[src/rtl/fpec_pkg.sv]
// fpec_pkg: offsets, field positions, codes and timing for the flash control block
// assumes a 32-bit avalon-mm register port, word aligned
package fpec_pkg;
  // register byte addresses
  localparam logic [3:0] FPEC_OFS_CONTROL = 4'h0;
  localparam logic [3:0] FPEC_OFS_KEY     = 4'h4;
  localparam logic [3:0] FPEC_OFS_STATUS  = 4'h8;
  localparam logic [3:0] FPEC_OFS_MASK    = 4'hC;
  // control field positions
  localparam int FPEC_BIT_START = 15;
  localparam int FPEC_BIT_ALLOW = 14;
  localparam int FPEC_BIT_ERR   = 13;
  localparam int FPEC_BIT_ERASE = 6;
  localparam logic [15:0] FPEC_CTRL_WMASK = 16'h404F;
  localparam logic [15:0] FPEC_CTRL_RESET = 16'h0000;
  // unlock keys
  localparam logic [7:0] FPEC_KEY_FIRST  = 8'h55;
  localparam logic [7:0] FPEC_KEY_SECOND = 8'hAA;
  // operation codes
  localparam logic [3:0] FPEC_OP_ROW   = 4'h1;
  localparam logic [3:0] FPEC_OP_BLOCK = 4'h2;
  localparam logic [3:0] FPEC_OP_WORD  = 4'h3;
  localparam logic [3:0] FPEC_OP_BULK  = 4'hF;
  // geometry in instruction words
  localparam int FPEC_ROW_WORDS   = 64;
  localparam int FPEC_BLOCK_WORDS = 512;
  localparam int FPEC_ADDR_W      = 23;
  localparam int FPEC_DATA_W      = 24;
  // status bits: done, error
  localparam int FPEC_IRQ_DONE = 0;
  localparam int FPEC_IRQ_ERR  = 1;
  // step time per flash word in ns
  localparam int FPEC_CLK_NS     = 50;
  localparam int FPEC_STEP_NS    = 100;
  localparam int FPEC_STEP_CYC   = (FPEC_STEP_NS + FPEC_CLK_NS - 1) / FPEC_CLK_NS;
  typedef enum logic [1:0] {
    FPEC_IDLE  = 2'b00,
    FPEC_RUN   = 2'b01,
    FPEC_DONE  = 2'b11
  } fpec_state_t;
endpackage

[src/rtl/fpec_top.sv]
// fpec_top: flash program / erase sequencer with unlock protection
// assumes a 20 MHz system clock, avalon-mm register port and a flash array port
//
// How it works
// (RULE_01) key register is write-only, reads zero
// (RULE_02) 55h then AAh required before start
// (RULE_03) start bit set-only, hardware clears
// (RULE_04) processor stalled while operation runs
// (RULE_05) allow bit zero inhibits every operation
// (RULE_06) error flag on improper start attempt
// (RULE_07) erase bit picks erase versus program
// (RULE_08) codes 1,3 program; code 2 block erase
// (RULE_09) code F bulk erase, serial mode only
// (RULE_10) undefined codes perform nothing
// (RULE_11) unused control bits read zero
// (RULE_12) control bits cleared only by power-on
// (RULE_13) block erase clears aligned 512 words
// (RULE_14) row program writes 64 latched words
// (RULE_15) software configures, unlocks, then starts
// (RULE_16) software follows start with two nops
// (RULE_17) table writes stay in latches
// (RULE_18) rows and blocks aligned to size
// (RULE_19) unlock breaks on any intervening write
`timescale 1ns/1ns
module fpec_top
  import fpec_pkg::*;
#(
  parameter int ROW_WORDS   = FPEC_ROW_WORDS,
  parameter int BLOCK_WORDS = FPEC_BLOCK_WORDS
) (
  // clock and power-on reset
  input  wire logic                     clk,
  input  wire logic                     reset_n,
  // avalon-mm register slave
  input  wire logic [3:0]               avs_address,
  input  wire logic                     avs_read,
  input  wire logic                     avs_write,
  input  wire logic [31:0]              avs_writedata,
  input  wire logic [3:0]               avs_byteenable,
  output logic      [31:0]              avs_readdata,
  output logic                          avs_waitrequest,
  output logic                          irq,
  // table write port into the holding latches
  input  wire logic                     tbl_wr,
  input  wire logic [7:0]               table_page_reg,
  input  wire logic [15:0]              tbl_offset,
  input  wire logic [FPEC_DATA_W-1:0]   tbl_data,
  // mode strap for serial programming
  input  wire logic                     serial_prog_mode,
  // processor stall
  output logic                          cpu_stall,
  // flash array
  output logic                          fl_prog,
  output logic                          fl_erase,
  output logic [FPEC_ADDR_W-1:0]        fl_addr,
  output logic [FPEC_DATA_W-1:0]        fl_wdata,
  input  wire logic                     fl_busy
);
  import fpec_pkg::*;

  localparam int RW = $clog2(ROW_WORDS);
  localparam int BW = $clog2(BLOCK_WORDS);
  localparam logic [FPEC_ADDR_W-1:0] CNT_ONE = 23'h000001;

  ////////////////////////////////////////////////////////////////////////////
  // control register and unlock state

  logic [15:0]       ctrl_r;
  logic [1:0]        unlock_r;
  logic [1:0]        sts_r;
  logic [1:0]        mask_r;
  fpec_state_t       state_r;
  logic [FPEC_ADDR_W-1:0] base_r;
  logic [FPEC_ADDR_W-1:0] cnt_r;
  logic [FPEC_ADDR_W-1:0] len_r;
  logic [1:0]        step_r;
  logic              op_erase_r;
  logic              op_bulk_r;
  logic              done_pulse;
  logic              err_pulse;
  logic              ser_m_r;
  logic              ser_r;
  logic              busy_m_r;
  logic              busy_r;
  logic              rd_ack_r;

  logic [3:0]  op_sel;
  logic        erase_sel;
  logic        wr_ctrl;
  logic        wr_key;
  logic        key_first;
  logic        key_second;
  logic        start_req;
  logic        op_valid;
  logic        go;

  assign op_sel    = ctrl_r[3:0];
  assign erase_sel = ctrl_r[FPEC_BIT_ERASE];
  assign wr_ctrl   = avs_write && avs_address == FPEC_OFS_CONTROL && avs_byteenable[1];
  assign wr_key    = avs_write && avs_address == FPEC_OFS_KEY && avs_byteenable[0];
  assign key_first  = wr_key && avs_writedata[7:0] == FPEC_KEY_FIRST;
  assign key_second = wr_key && avs_writedata[7:0] == FPEC_KEY_SECOND;
  assign start_req = wr_ctrl && avs_writedata[FPEC_BIT_START];

  // legal code and erase-bit pairing
  function automatic logic op_legal(input logic [3:0] op, input logic er, input logic ser);
    unique case (op)
      FPEC_OP_ROW,
      FPEC_OP_WORD:  op_legal = !er;
      FPEC_OP_BLOCK: op_legal = er;
      FPEC_OP_BULK:  op_legal = er && ser;
      default:       op_legal = 1'b0;
    endcase
  endfunction

  assign op_valid = op_legal(op_sel, erase_sel, ser_r); // RULE_07 RULE_08 RULE_09 RULE_10
  // start only with full unlock, allow bit, idle machine
  assign go = start_req && unlock_r == 2'd2 && ctrl_r[FPEC_BIT_ALLOW]
              && op_valid && state_r == FPEC_IDLE; // RULE_02 RULE_05

  // synchronise pins from outside the clock domain
  always_ff @(posedge clk or negedge reset_n) begin
    if (!reset_n) begin
      ser_m_r  <= 1'b0;
      ser_r    <= 1'b0;
      busy_m_r <= 1'b0;
      busy_r   <= 1'b0;
    end else begin
      ser_m_r  <= serial_prog_mode;
      ser_r    <= ser_m_r;
      busy_m_r <= fl_busy;
      busy_r   <= busy_m_r;
    end
  end

  // unlock tracker: any other register write breaks the chain
  always_ff @(posedge clk or negedge reset_n) begin
    if (!reset_n) begin
      unlock_r <= 2'd0;
    end else if (avs_write && !avs_waitrequest) begin
      if (key_first) begin
        unlock_r <= 2'd1; // RULE_02
      end else if (key_second && unlock_r == 2'd1) begin
        unlock_r <= 2'd2; // RULE_02
      end else begin
        unlock_r <= 2'd0; // RULE_19
      end
    end
  end

  // reset_n is the power-on reset; no other reset reaches these bits
  always_ff @(posedge clk or negedge reset_n) begin
    if (!reset_n) begin
      ctrl_r <= FPEC_CTRL_RESET; // RULE_12
    end else begin
      if (wr_ctrl && !avs_waitrequest) begin
        ctrl_r[FPEC_BIT_ALLOW] <= avs_writedata[FPEC_BIT_ALLOW];
        ctrl_r[FPEC_BIT_ERASE] <= avs_writedata[FPEC_BIT_ERASE];
        ctrl_r[3:0]            <= avs_writedata[3:0];
        // a write of zero never clears the start bit
        if (go) begin
          ctrl_r[FPEC_BIT_START] <= 1'b1; // RULE_03
        end
      end
      // error is set on a refused start, cleared on a good one
      // only a taken write counts, a start held through a wait state sets nothing
      if (err_pulse) begin
        ctrl_r[FPEC_BIT_ERR] <= 1'b1; // RULE_06
      end else if (go) begin
        ctrl_r[FPEC_BIT_ERR] <= 1'b0;
      end
      if (done_pulse) begin
        ctrl_r[FPEC_BIT_START] <= 1'b0; // RULE_03
      end
    end
  end

  ////////////////////////////////////////////////////////////////////////////
  // sequencer

  // aligned start address of the row or block
  function automatic logic [FPEC_ADDR_W-1:0] align(input logic [FPEC_ADDR_W-1:0] a,
                                                   input int words);
    align = a & ~FPEC_ADDR_W'(words - 1);
  endfunction

  logic [FPEC_ADDR_W-1:0] tbl_addr;
  logic [RW-1:0]          lat_rd;
  logic [FPEC_DATA_W-1:0] lat_q;
  logic                   step_end;

  assign tbl_addr = {table_page_reg[6:0], tbl_offset[15:1], 1'b0} >> 1;
  assign step_end = step_r == 2'(FPEC_STEP_CYC - 1) && !busy_r;

  fpec_latch_mem #(
    .WORDS (ROW_WORDS),
    .DW    (FPEC_DATA_W)
  ) u_latch (
    .clk     (clk),
    .wr_en   (tbl_wr && state_r == FPEC_IDLE),
    .wr_addr (tbl_addr[RW-1:0]),
    .wr_data (tbl_data),
    .rd_addr (lat_rd),
    .rd_data (lat_q)
  ); // RULE_17

  // look one word ahead on a step end so the registered latch output is ready
  assign lat_rd = RW'(step_end ? cnt_r + CNT_ONE : cnt_r);

  // remember the last table address as the target
  always_ff @(posedge clk or negedge reset_n) begin
    if (!reset_n) begin
      base_r <= '0;
    end else if (tbl_wr && state_r == FPEC_IDLE) begin
      base_r <= tbl_addr;
    end
  end

  always_ff @(posedge clk or negedge reset_n) begin
    if (!reset_n) begin
      state_r    <= FPEC_IDLE;
      cnt_r      <= '0;
      len_r      <= '0;
      step_r     <= '0;
      op_erase_r <= 1'b0;
      op_bulk_r  <= 1'b0;
      fl_addr    <= '0;
    end else begin
      unique case (state_r)
        FPEC_IDLE: begin
          step_r <= '0;
          cnt_r  <= '0;
          if (go) begin
            state_r    <= FPEC_RUN;
            op_erase_r <= erase_sel;
            op_bulk_r  <= op_sel == FPEC_OP_BULK; // RULE_09
            unique case (op_sel)
              FPEC_OP_ROW: begin
                len_r   <= FPEC_ADDR_W'(ROW_WORDS); // RULE_14
                fl_addr <= align(base_r, ROW_WORDS); // RULE_18
              end
              FPEC_OP_BLOCK: begin
                len_r   <= FPEC_ADDR_W'(BLOCK_WORDS); // RULE_13
                fl_addr <= align(base_r, BLOCK_WORDS); // RULE_18
              end
              FPEC_OP_WORD: begin
                len_r   <= CNT_ONE;
                fl_addr <= base_r;
              end
              default: begin
                // bulk: one array-wide command
                len_r   <= CNT_ONE;
                fl_addr <= '0;
              end
            endcase
          end
        end
        FPEC_RUN: begin
          // park on the last step while busy, a wrap would strobe the word again
          if (step_r != 2'(FPEC_STEP_CYC - 1)) begin
            step_r <= step_r + 2'd1;
          end
          if (step_end) begin
            step_r  <= '0;
            cnt_r   <= cnt_r + CNT_ONE;
            fl_addr <= fl_addr + CNT_ONE;
            if (cnt_r + CNT_ONE == len_r) begin
              state_r <= FPEC_DONE;
            end
          end
        end
        FPEC_DONE: begin
          state_r <= FPEC_IDLE;
        end
        default: begin
          state_r <= FPEC_IDLE;
        end
      endcase
    end
  end

  assign done_pulse = state_r == FPEC_DONE;
  assign err_pulse  = start_req && !go && !avs_waitrequest;

  // flash strobes: program and block erase pulse once per word, bulk erase pulses once at address zero
  always_ff @(posedge clk or negedge reset_n) begin
    if (!reset_n) begin
      fl_prog  <= 1'b0;
      fl_erase <= 1'b0;
      fl_wdata <= '0;
    end else begin
      fl_prog  <= state_r == FPEC_RUN && !op_erase_r && step_r == '0;
      fl_erase <= state_r == FPEC_RUN && op_erase_r && step_r == '0 && !op_bulk_r;
      fl_wdata <= lat_q;
      if (state_r == FPEC_RUN && op_bulk_r && step_r == '0) begin
        fl_erase <= 1'b1;
      end
    end
  end

  // stall the processor while an operation runs
  assign cpu_stall = state_r != FPEC_IDLE; // RULE_04

  ////////////////////////////////////////////////////////////////////////////
  // interrupt status and mask

  always_ff @(posedge clk or negedge reset_n) begin
    if (!reset_n) begin
      sts_r <= '0;
    end else begin
      // set wins over a clear in the same cycle
      if (avs_write && !avs_waitrequest && avs_address == FPEC_OFS_STATUS
          && avs_byteenable[0]) begin
        sts_r <= sts_r & ~avs_writedata[1:0];
      end
      if (done_pulse) begin
        sts_r[FPEC_IRQ_DONE] <= 1'b1;
      end
      if (err_pulse) begin
        sts_r[FPEC_IRQ_ERR] <= 1'b1;
      end
    end
  end

  always_ff @(posedge clk or negedge reset_n) begin
    if (!reset_n) begin
      mask_r <= '0;
    end else if (avs_write && !avs_waitrequest && avs_address == FPEC_OFS_MASK
                 && avs_byteenable[0]) begin
      mask_r <= avs_writedata[1:0];
    end
  end

  assign irq = |(sts_r & mask_r);

  ////////////////////////////////////////////////////////////////////////////
  // register read

  // reads get one wait state so the registered read data stand at the taking edge
  always_ff @(posedge clk or negedge reset_n) begin
    if (!reset_n) begin
      rd_ack_r <= 1'b0;
    end else begin
      rd_ack_r <= avs_read && !rd_ack_r && state_r == FPEC_IDLE;
    end
  end

  // bus accesses wait while the sequencer runs, the processor is stalled anyway
  assign avs_waitrequest = (avs_write && state_r != FPEC_IDLE)
                           || (avs_read && (state_r != FPEC_IDLE || !rd_ack_r)); // RULE_04

  always_ff @(posedge clk or negedge reset_n) begin
    if (!reset_n) begin
      avs_readdata <= '0;
    end else if (avs_read) begin
      unique case (avs_address)
        FPEC_OFS_CONTROL: avs_readdata <= {16'h0000, ctrl_r & FPEC_CTRL_WMASK
                                           | ctrl_r & 16'hA000}; // RULE_11
        FPEC_OFS_STATUS:  avs_readdata <= {30'h0, sts_r};
        FPEC_OFS_MASK:    avs_readdata <= {30'h0, mask_r};
        default:          avs_readdata <= '0; // RULE_01
      endcase
    end
  end
endmodule

[src/rtl/fpec_latch_mem.sv]
// fpec_latch_mem: one-row holding latch memory for table writes
// assumes one write port from table writes and a registered read port
`timescale 1ns/1ns
module fpec_latch_mem #(
  parameter int WORDS = 64,
  parameter int DW    = 24
) (
  // clock
  input  wire logic                     clk,
  // write side
  input  wire logic                     wr_en,
  input  wire logic [$clog2(WORDS)-1:0] wr_addr,
  input  wire logic [DW-1:0]            wr_data,
  // read side
  input  wire logic [$clog2(WORDS)-1:0] rd_addr,
  output logic      [DW-1:0]            rd_data
);
  logic [DW-1:0] mem [WORDS];

  // no reset: latch contents are unknown at power-up, software fills them
  always_ff @(posedge clk) begin
    if (wr_en) begin
      mem[wr_addr] <= wr_data;
    end
  end

  always_ff @(posedge clk) begin
    rd_data <= mem[rd_addr];
  end
endmodule

[config.mk]
export PLATFORM = sky130hd
export DESIGN_NAME = fpec_top
export DESIGN_NICKNAME = d
export VERILOG_FILES = /design/src/rtl/fpec_pkg.sv /design/src/rtl/fpec_top.sv /design/src/rtl/fpec_latch_mem.sv
export SDC_FILE = /design/constraint.sdc
export NUM_CORES = 2
export LEC_CHECK = 0
export CORE_UTILIZATION = 40
export CTS_CLUSTER_DIAMETER = 200
export DETAILED_ROUTE_END_ITERATION = 8
export DONT_BUFFER_PORTS = 1
export PLACE_DENSITY_LB_ADDON = 0.05
export SYNTH_ARGS = -nofsm -noshare
export SYNTH_HDL_FRONTEND = slang
export SYNTH_SLANG_ARGS = --single-unit
[constraint.sdc]
create_clock -name clk -period 4.55 [get_ports clk]
set_clock_uncertainty 0.2 [all_clocks]
set_input_delay 0 -clock clk [delete_from_list [all_inputs] [get_ports clk]]
set_output_delay 0 -clock clk [all_outputs]
set_load 0.02 [all_outputs]
# ---- Word-level counts from Yosys, hierarchy flattened
# Memories as Yosys holds them, arrays and structs flattened. A register that Yosys moved wholly into a read port is not among the register bits.
# Cells that the tools add are included.
# Widths: inputs -> output; s select.
dict set report word_totals {
  n_memories 1
  ramBits 1536
  reg_bits 174
  inputBits 95
  out_inout_bits 84
  elab_cells 145
}
dict set report classes {
  n_reduce_logical 61
  n_mux 29
  n_bitwise 4
  eq_ne 20
  add_sub_neg 3
}
# memory depth width read_ports rd_clocked_by_memory_dff wr line
set mem_list {}
lappend mem_list {u_latch.mem 64 24 1 1 1 fpec_latch_mem.sv:18} ;# logic [DW-1:0] mem [WORDS];
# cell count
set op_table {}
lappend op_table {{$pmux 23 s2} 2}
lappend op_table {{$mux 23} 3}
lappend op_table {{$pmux 22 s3} 1}
lappend op_table {{$pmux 16 s3} 1}
lappend op_table {{$add 23x1->23 const B} 2}
lappend op_table {{$logic_and 1x1->1} 34}
lappend op_table {{$eq 23x23->1} 1}
lappend op_table {{$pmux 10 s2} 1}
lappend op_table {{$mux 2} 9}
lappend op_table {{$or 15x16->16} 1}
lappend op_table {{$reduce_bool 2->1} 7}
lappend op_table {{$eq 4x4->1 const B} 3}
lappend op_table {{$mux 1} 9}
lappend op_table {{$eq 4x2->1 const B} 2}
lappend op_table {{$eq 8x7->1 const B} 1}
lappend op_table {{$eq 8x8->1 const B} 1}
lappend op_table {{$pmux 2 s2} 2}
lappend op_table {{$reduce_and 2->1} 4}
lappend op_table {{$logic_not 1->1} 7}
lappend op_table {{$eq 2x1->1 const B} 3}
lappend op_table {{$ne 2x2->1 const B} 3}
lappend op_table {{$reduce_and 3->1} 2}
lappend op_table {{$and 2x2->2} 2}
lappend op_table {{$eq 2x2->1 const B} 2}
lappend op_table {{11 further kinds} 14}

# ---- Longest topological paths before layout
dict set report depth {
  word_depth 12
  mapped_depth 13
  depth_no_buf 8
}

# ---- By module
# From an unflattened synthesis, not the netlist that was laid out.
dict set report unflattened {
  cells_unflattened 3229
  hier_area_um2 65535.4
}
# module cells_per_inst seq_area_each_um2 instances area_per_inst_um2
set by_module_without_submodules {}
lappend by_module_without_submodules {fpec_latch_mem 2610 46604.7 1 59295.6}
lappend by_module_without_submodules {fpec_top 619 3253.1 1 6239.7}

# ---- Least setup slack after synthesis
# Ideal clock, no wire load.
dict set report synth_timing {
  path_type {flip-flop to flip-flop}
  start {register state_r[1]}
  end {memory u_latch.mem[41][0], enable pin}
  required_ns 3.915
  n_path_buf 3
  path_slack_ns 0.496
  t_arrival_ns 3.419
  setup_ns 0.435
  period_less_slack_ns 4.054
  path_stages_with_launch 8
  path_cell_list {dfrtp_1 > clkbuf_1 > nor2_1 > and2_1 > clkbuf_1 > buf_1 > nand3_1 > nor3_1}
}
dict set report synth_via {
  elab_chain_cells 4
}
# element line
set synth_lines {}
lappend synth_lines {{from (decl)} fpec_top.sv:72} ;# fpec_state_t state_r;
lappend synth_lines {{from (signal assigned)} fpec_top.sv:221} ;# state_r <= FPEC_IDLE;
lappend synth_lines {{from (signal assigned)} fpec_top.sv:234} ;# state_r <= FPEC_RUN;
lappend synth_lines {{from (signal assigned)} fpec_top.sv:268} ;# state_r <= FPEC_DONE;
lappend synth_lines {{$logic_not 2->1} fpec_top.sv:200} ;# .wr_en (tbl_wr && state_r == FPEC_IDLE),
lappend synth_lines {{$logic_and 1x1->1} fpec_top.sv:200}
lappend synth_lines {{$mux 1} fpec_latch_mem.sv:22} ;# if (wr_en) begin
lappend synth_lines {{$mux 1 (implied by the code)} fpec_latch_mem.sv:23} ;# mem[wr_addr] <= wr_data;
lappend synth_lines {{to (decl)} fpec_latch_mem.sv:18}
# Every way passes these cells.

# ---- Worst setup path in the final report
dict set report layout_timing {
  start {register cnt_r[1]}
  end {register u_latch.rd_data[11], read port of u_latch.mem}
}
dict set report layout_via {
  elab_chain_cells 2
}
# element line
set layout_lines {}
lappend layout_lines {{from (decl)} fpec_top.sv:74} ;# logic [FPEC_ADDR_W-1:0] cnt_r;
lappend layout_lines {{from (signal assigned)} fpec_top.sv:265} ;# cnt_r <= cnt_r + CNT_ONE;
lappend layout_lines {{$add 23x1->23} --}
lappend layout_lines {{$mux 23 (*)} --}
lappend layout_lines {{to (decl)} fpec_latch_mem.sv:16} ;# output logic [DW-1:0] rd_data
# Mark *: on every way between the ends. The rest lies on a longest branch, timed or not. The select of a mux whose other input is x is not followed.
# A chain may end at the register's enable or synchronous reset.

==> impl_metrics.json <==
{
  "cell_types_with_the_largest_area_share_after_synthesis": "sky130_fd_sc_hd__edfxtp_1, sky130_fd_sc_hd__o22ai_1, sky130_fd_sc_hd__dfrtp_1",
  "dpl.cell_count": 7785,
  "timing.final.max_slew_violations": 0,
  "groute.usage.overall_pct": 26.3,
  "power.switching_mw": 6.88,
  "cp-start-kind": "register",
  "ys_seq_area_share_pct": 66.4,
  "seq_power_share_pct": 52.4,
  "rows": 158,
  "synth_area_sq_um": 75000,
  "slew-limit-headroom_pct": 11.7,
  "drt_iter0_drc": 5629,
  "critical_path.cell_chain": "ha_4, or4b_4, buf_12, buf_12, buf_4, o22ai_1, nor3_1, o21ai_0, nor4bb_1, nor4_2",
  "power.total_mw": 32.7,
  "insertion_delay_ns": 0.86,
  "start_util_pct": 40.4,
  "synth_edf_count": 1536,
  "hold_class": "input port to primary output",
  "layout-drive-gt1-share_pct": 14.3,
  "grt_first_pass_wirelength_mm": 363,
  "root_buffer": "sky130_fd_sc_hd__clkbuf_16",
  "synth_top_cells_by_count": "sky130_fd_sc_hd__edfxtp_1, sky130_fd_sc_hd__o22ai_1, sky130_fd_sc_hd__nor3_1, sky130_fd_sc_hd__clkbuf_1, sky130_fd_sc_hd__o21ai_0",
  "timing.critical_path.buf_inv": 3,
  "critPathKind": "register to register",
  "synth.lib_cells_used.distinct": 71,
  "drtPass1Iterations": 6,
  "die_w_um": 435,
  "via_total_after_detailed_routing": 53100,
  "cp-end-kind": "register",
  "timing.critical_path.max_delay_family": "simple AND/OR/NAND/NOR gates",
  "hold_violations": 0,
  "post_drt_via_cell_ratio": 6.39,
  "antenna_left": 0,
  "async_reset_ff_share_pct": 7.69,
  "synth.avg_cell_area_sq_um": 13.5,
  "critical_path_peak_fanout": 54,
  "max_rail_drop_vdd_mv": 0.346,
  "status": "complete, no violations",
  "fmaxAchievable_mhz": 227,
  "cts_max_level": 4,
  "final_cell_count_no_fill": 8315,
  "power_density_nw_per_um2": 375,
  "layout_min_cycle_time_ns": 4.40,
  "fin_setup_tns_ns": 0,
  "dominant_cell_by_count_in_the_synthesized_netlist": "sky130_fd_sc_hd__edfxtp_1",
  "internal_power_mw": 25.8,
  "post-route-period-util_pct": 96.7,
  "crit_path_max_incr_delay_ns": 1.10,
  "critical-path-top-cell-by-count": "sky130_fd_sc_hd__buf_12",
  "tritoncts": "yes",
  "core-area_sq_um": 186000,
  "syn-instance-count": 5557,
  "final_area_sq_um": 87000,
  "cts_made_buffers": 188,
  "worstMarginPinSlew_ns": 1.31,
  "proportion_of_total_power_due_to_net_switching_pct": 21.1,
  "drc_errors": 0,
  "syn_to_final_growth_pct": 15.9,
  "post-dp-hpwl_mm": 142,
  "num-nets-final": 5766,
  "synthDominantCellAreaShare_pct": 61.5,
  "io_buffer_count": 0,
  "timing.max_cap.violations": 0,
  "place_area_sq_um": 78900,
  "synth.ff_latch_count": 1690,
  "cp_data_arrival_time_ns": 4.87,
  "clk_pin_slew_worst_paths_ns": 0.06,
  "power.combinational.fraction_pct": 2.5,
  "finalWirelength_mm": 256,
  "pin_count_of_the_biggest_net_entering_global_routing": 145,
  "dieHeight_um": 435,
  "overflow": 0,
  "wl_per_cell_um": 30.8,
  "cts_num_sinks": 1690,
  "gp_congestion": 0.796,
  "cellLeakagePower_nw": 27.0,
  "ys_dominant_reg_cell": "sky130_fd_sc_hd__edfxtp_1",
  "vias_in_the_first_global_route": 50100,
  "timing.critical_path.required_ns": 5.02,
  "die-area_sq_um": 189000,
  "finalSetupViolCount": 0,
  "maximum_number_of_buffers_from_clock_root_to_sink": 3,
  "clock_power_share_pct": 45.1,
  "yosys_warnings": 0,
  "io-pin-count": 179,
  "synth_largest_area_cell": "sky130_fd_sc_hd__edfxtp_1",
  "cpMaxStageDelayCell": "sky130_fd_sc_hd__nor4bb_1",
  "antenna_violations_before_repair": 30,
  "grt_setup_unrepaired": "no"
}
## registers in the layout (all words and copies together) (netlist names), 2 cells and up
signal,count
state_r,2
avs_readdata,8
mask_r,2
base_r,22
fl_addr,23
op_sel,4
sts_r,2
step_r,2
unlock_r,2
u_latch.mem,1536
ctrl_r,3
len_r,3
fl_wdata,24
u_latch.rd_data,24
cnt_r,23
## per-layer routing
metal  GRT usage, %  routed length [um]
met5              0                  66
met4           8.71                8210
met3           4.80               19600
met2           40.2              115000
met1           37.7              113000
## layout make-up
type | count | area (sq um)
Fill cell | 16200 | 98800
Sequential cell | 1690 | 49900
Multi-Input combinational cell | 3340 | 23400
Clock buffer | 269 | 5240
Timing Repair Buffer | 433 | 4650
Tap cell | 2480 | 3100
Clock inverter | 68 | 656
Inverter | 16 | 67.6
Antenna cell | 19 | 47.5
## cells in the final DEF (no fill, tap or decap), drive strengths merged, types with 6 or more instances in the layout
cell	count
edfxtp	1536
o22ai	964
nor3	527
o21ai	314
buf	285
clkbuf	269
mux2i	247
o221ai	243
nor2	207
dlygate4sd3	148
nand2	130
dfrtp	130
mux2	125
nor4bb	70
mux4	60
clkinv	51
o21a	49
a21oi	49
o32ai	48
nand3	35
nor4	30
o22a	27
and4	25
o32a	24
conb	24
dfxtp	24
inv	22
nand4	21
diode	19
a31oi	14
bufinv	9
and3	9
nand2b	8
a22o	8
xnor2	7
xor2	6
and2	6
nor2b	6
## metrics by stage
stage / utilization [%] / worst slack, ns / hold slack [ns]
2_1_floorplan: - / 0.496 / -0.496
3_3_place_gp: 42.4 / 0.265 / -0.492
3_5_place_dp: 42.4 / 0.234 / -0.492
4_1_cts: 46.8 / 0.219 / 0.000140
5_1_grt: 46.8 / 0.101 / 0.0344
6_report: 46.8 / 0.149 / 0.0335
## cells by family (layout without fill, tap and decap cells)
logic type / Yosys count / count (layout) / synth area share, %
DFF: 1690 / 1690 / 66.4
and+or+nand+nor: 1103 / 1103 / 7.80
buffers and inverters: 550 / 786 / 3.09
adders and majority gates: 2 / 2 / 0.0333
muxes: 432 / 432 / 6.97
xor gates and xnor gates: 13 / 13 / 0.152
other: 1 / 43 / 0.00500
AOI/OAI and AO/OA: 1766 / 1766 / 15.5
## worst reg2reg max path, cell delays in order (launching register included)
cell and delay, ns:
sky130_fd_sc_hd__dfrtp_4 0.51, sky130_fd_sc_hd__ha_4 0.32, sky130_fd_sc_hd__or4b_4 0.69, sky130_fd_sc_hd__buf_12 0.25
sky130_fd_sc_hd__buf_12 0.28, sky130_fd_sc_hd__buf_4 0.34, sky130_fd_sc_hd__o22ai_1 0.19, sky130_fd_sc_hd__nor3_1 0.06
sky130_fd_sc_hd__o21ai_0 0.18, sky130_fd_sc_hd__nor4bb_1 1.10, sky130_fd_sc_hd__nor4_2 0.12
## timing repair
item,in CTS,in global routing
setup buffers,0,0
hold endpoints to repair,3201,0
resized for setup,0,0
hold buffers,174,0
## final timing paths
| kind | start | to | slack [ns] | cells past startpoint |
|---|---|---|---|---|
| setup / recovery | cnt_r[1] | u_latch.rd_data[11] | 0.15 | 10 |
| hold / removal | avs_write | avs_waitrequest | 0.03 | 2 |
| setup reg to reg | cnt_r[1] | u_latch.rd_data[11] | 0.15 | 10 |
| hold reg to reg | u_latch.rd_data[22] | fl_wdata[22] | 0.13 | 0 |
| max in group asynchronous | reset_n | cnt_r[0] | 3.22 | 4 |
| min in group asynchronous | reset_n | cnt_r[1] | 0.36 | 4 |
## power by group through the flow
| stage | clock (mW) | combinational, mW | sequential [mW] |
|---|---|---|---|
| finish | 14.7 | 0.819 | 17.1 |
| global route | 15.6 | 0.861 | 17.1 |
| CTS | 15.0 | 0.815 | 17.1 |
| detailed placement | 0 | 0.250 | 17.4 |
| global placement | 0 | 0.247 | 17.4 |
| floorplan | 0 | 0.200 | 17.4 |
Power figures use the tool's default switching activity.
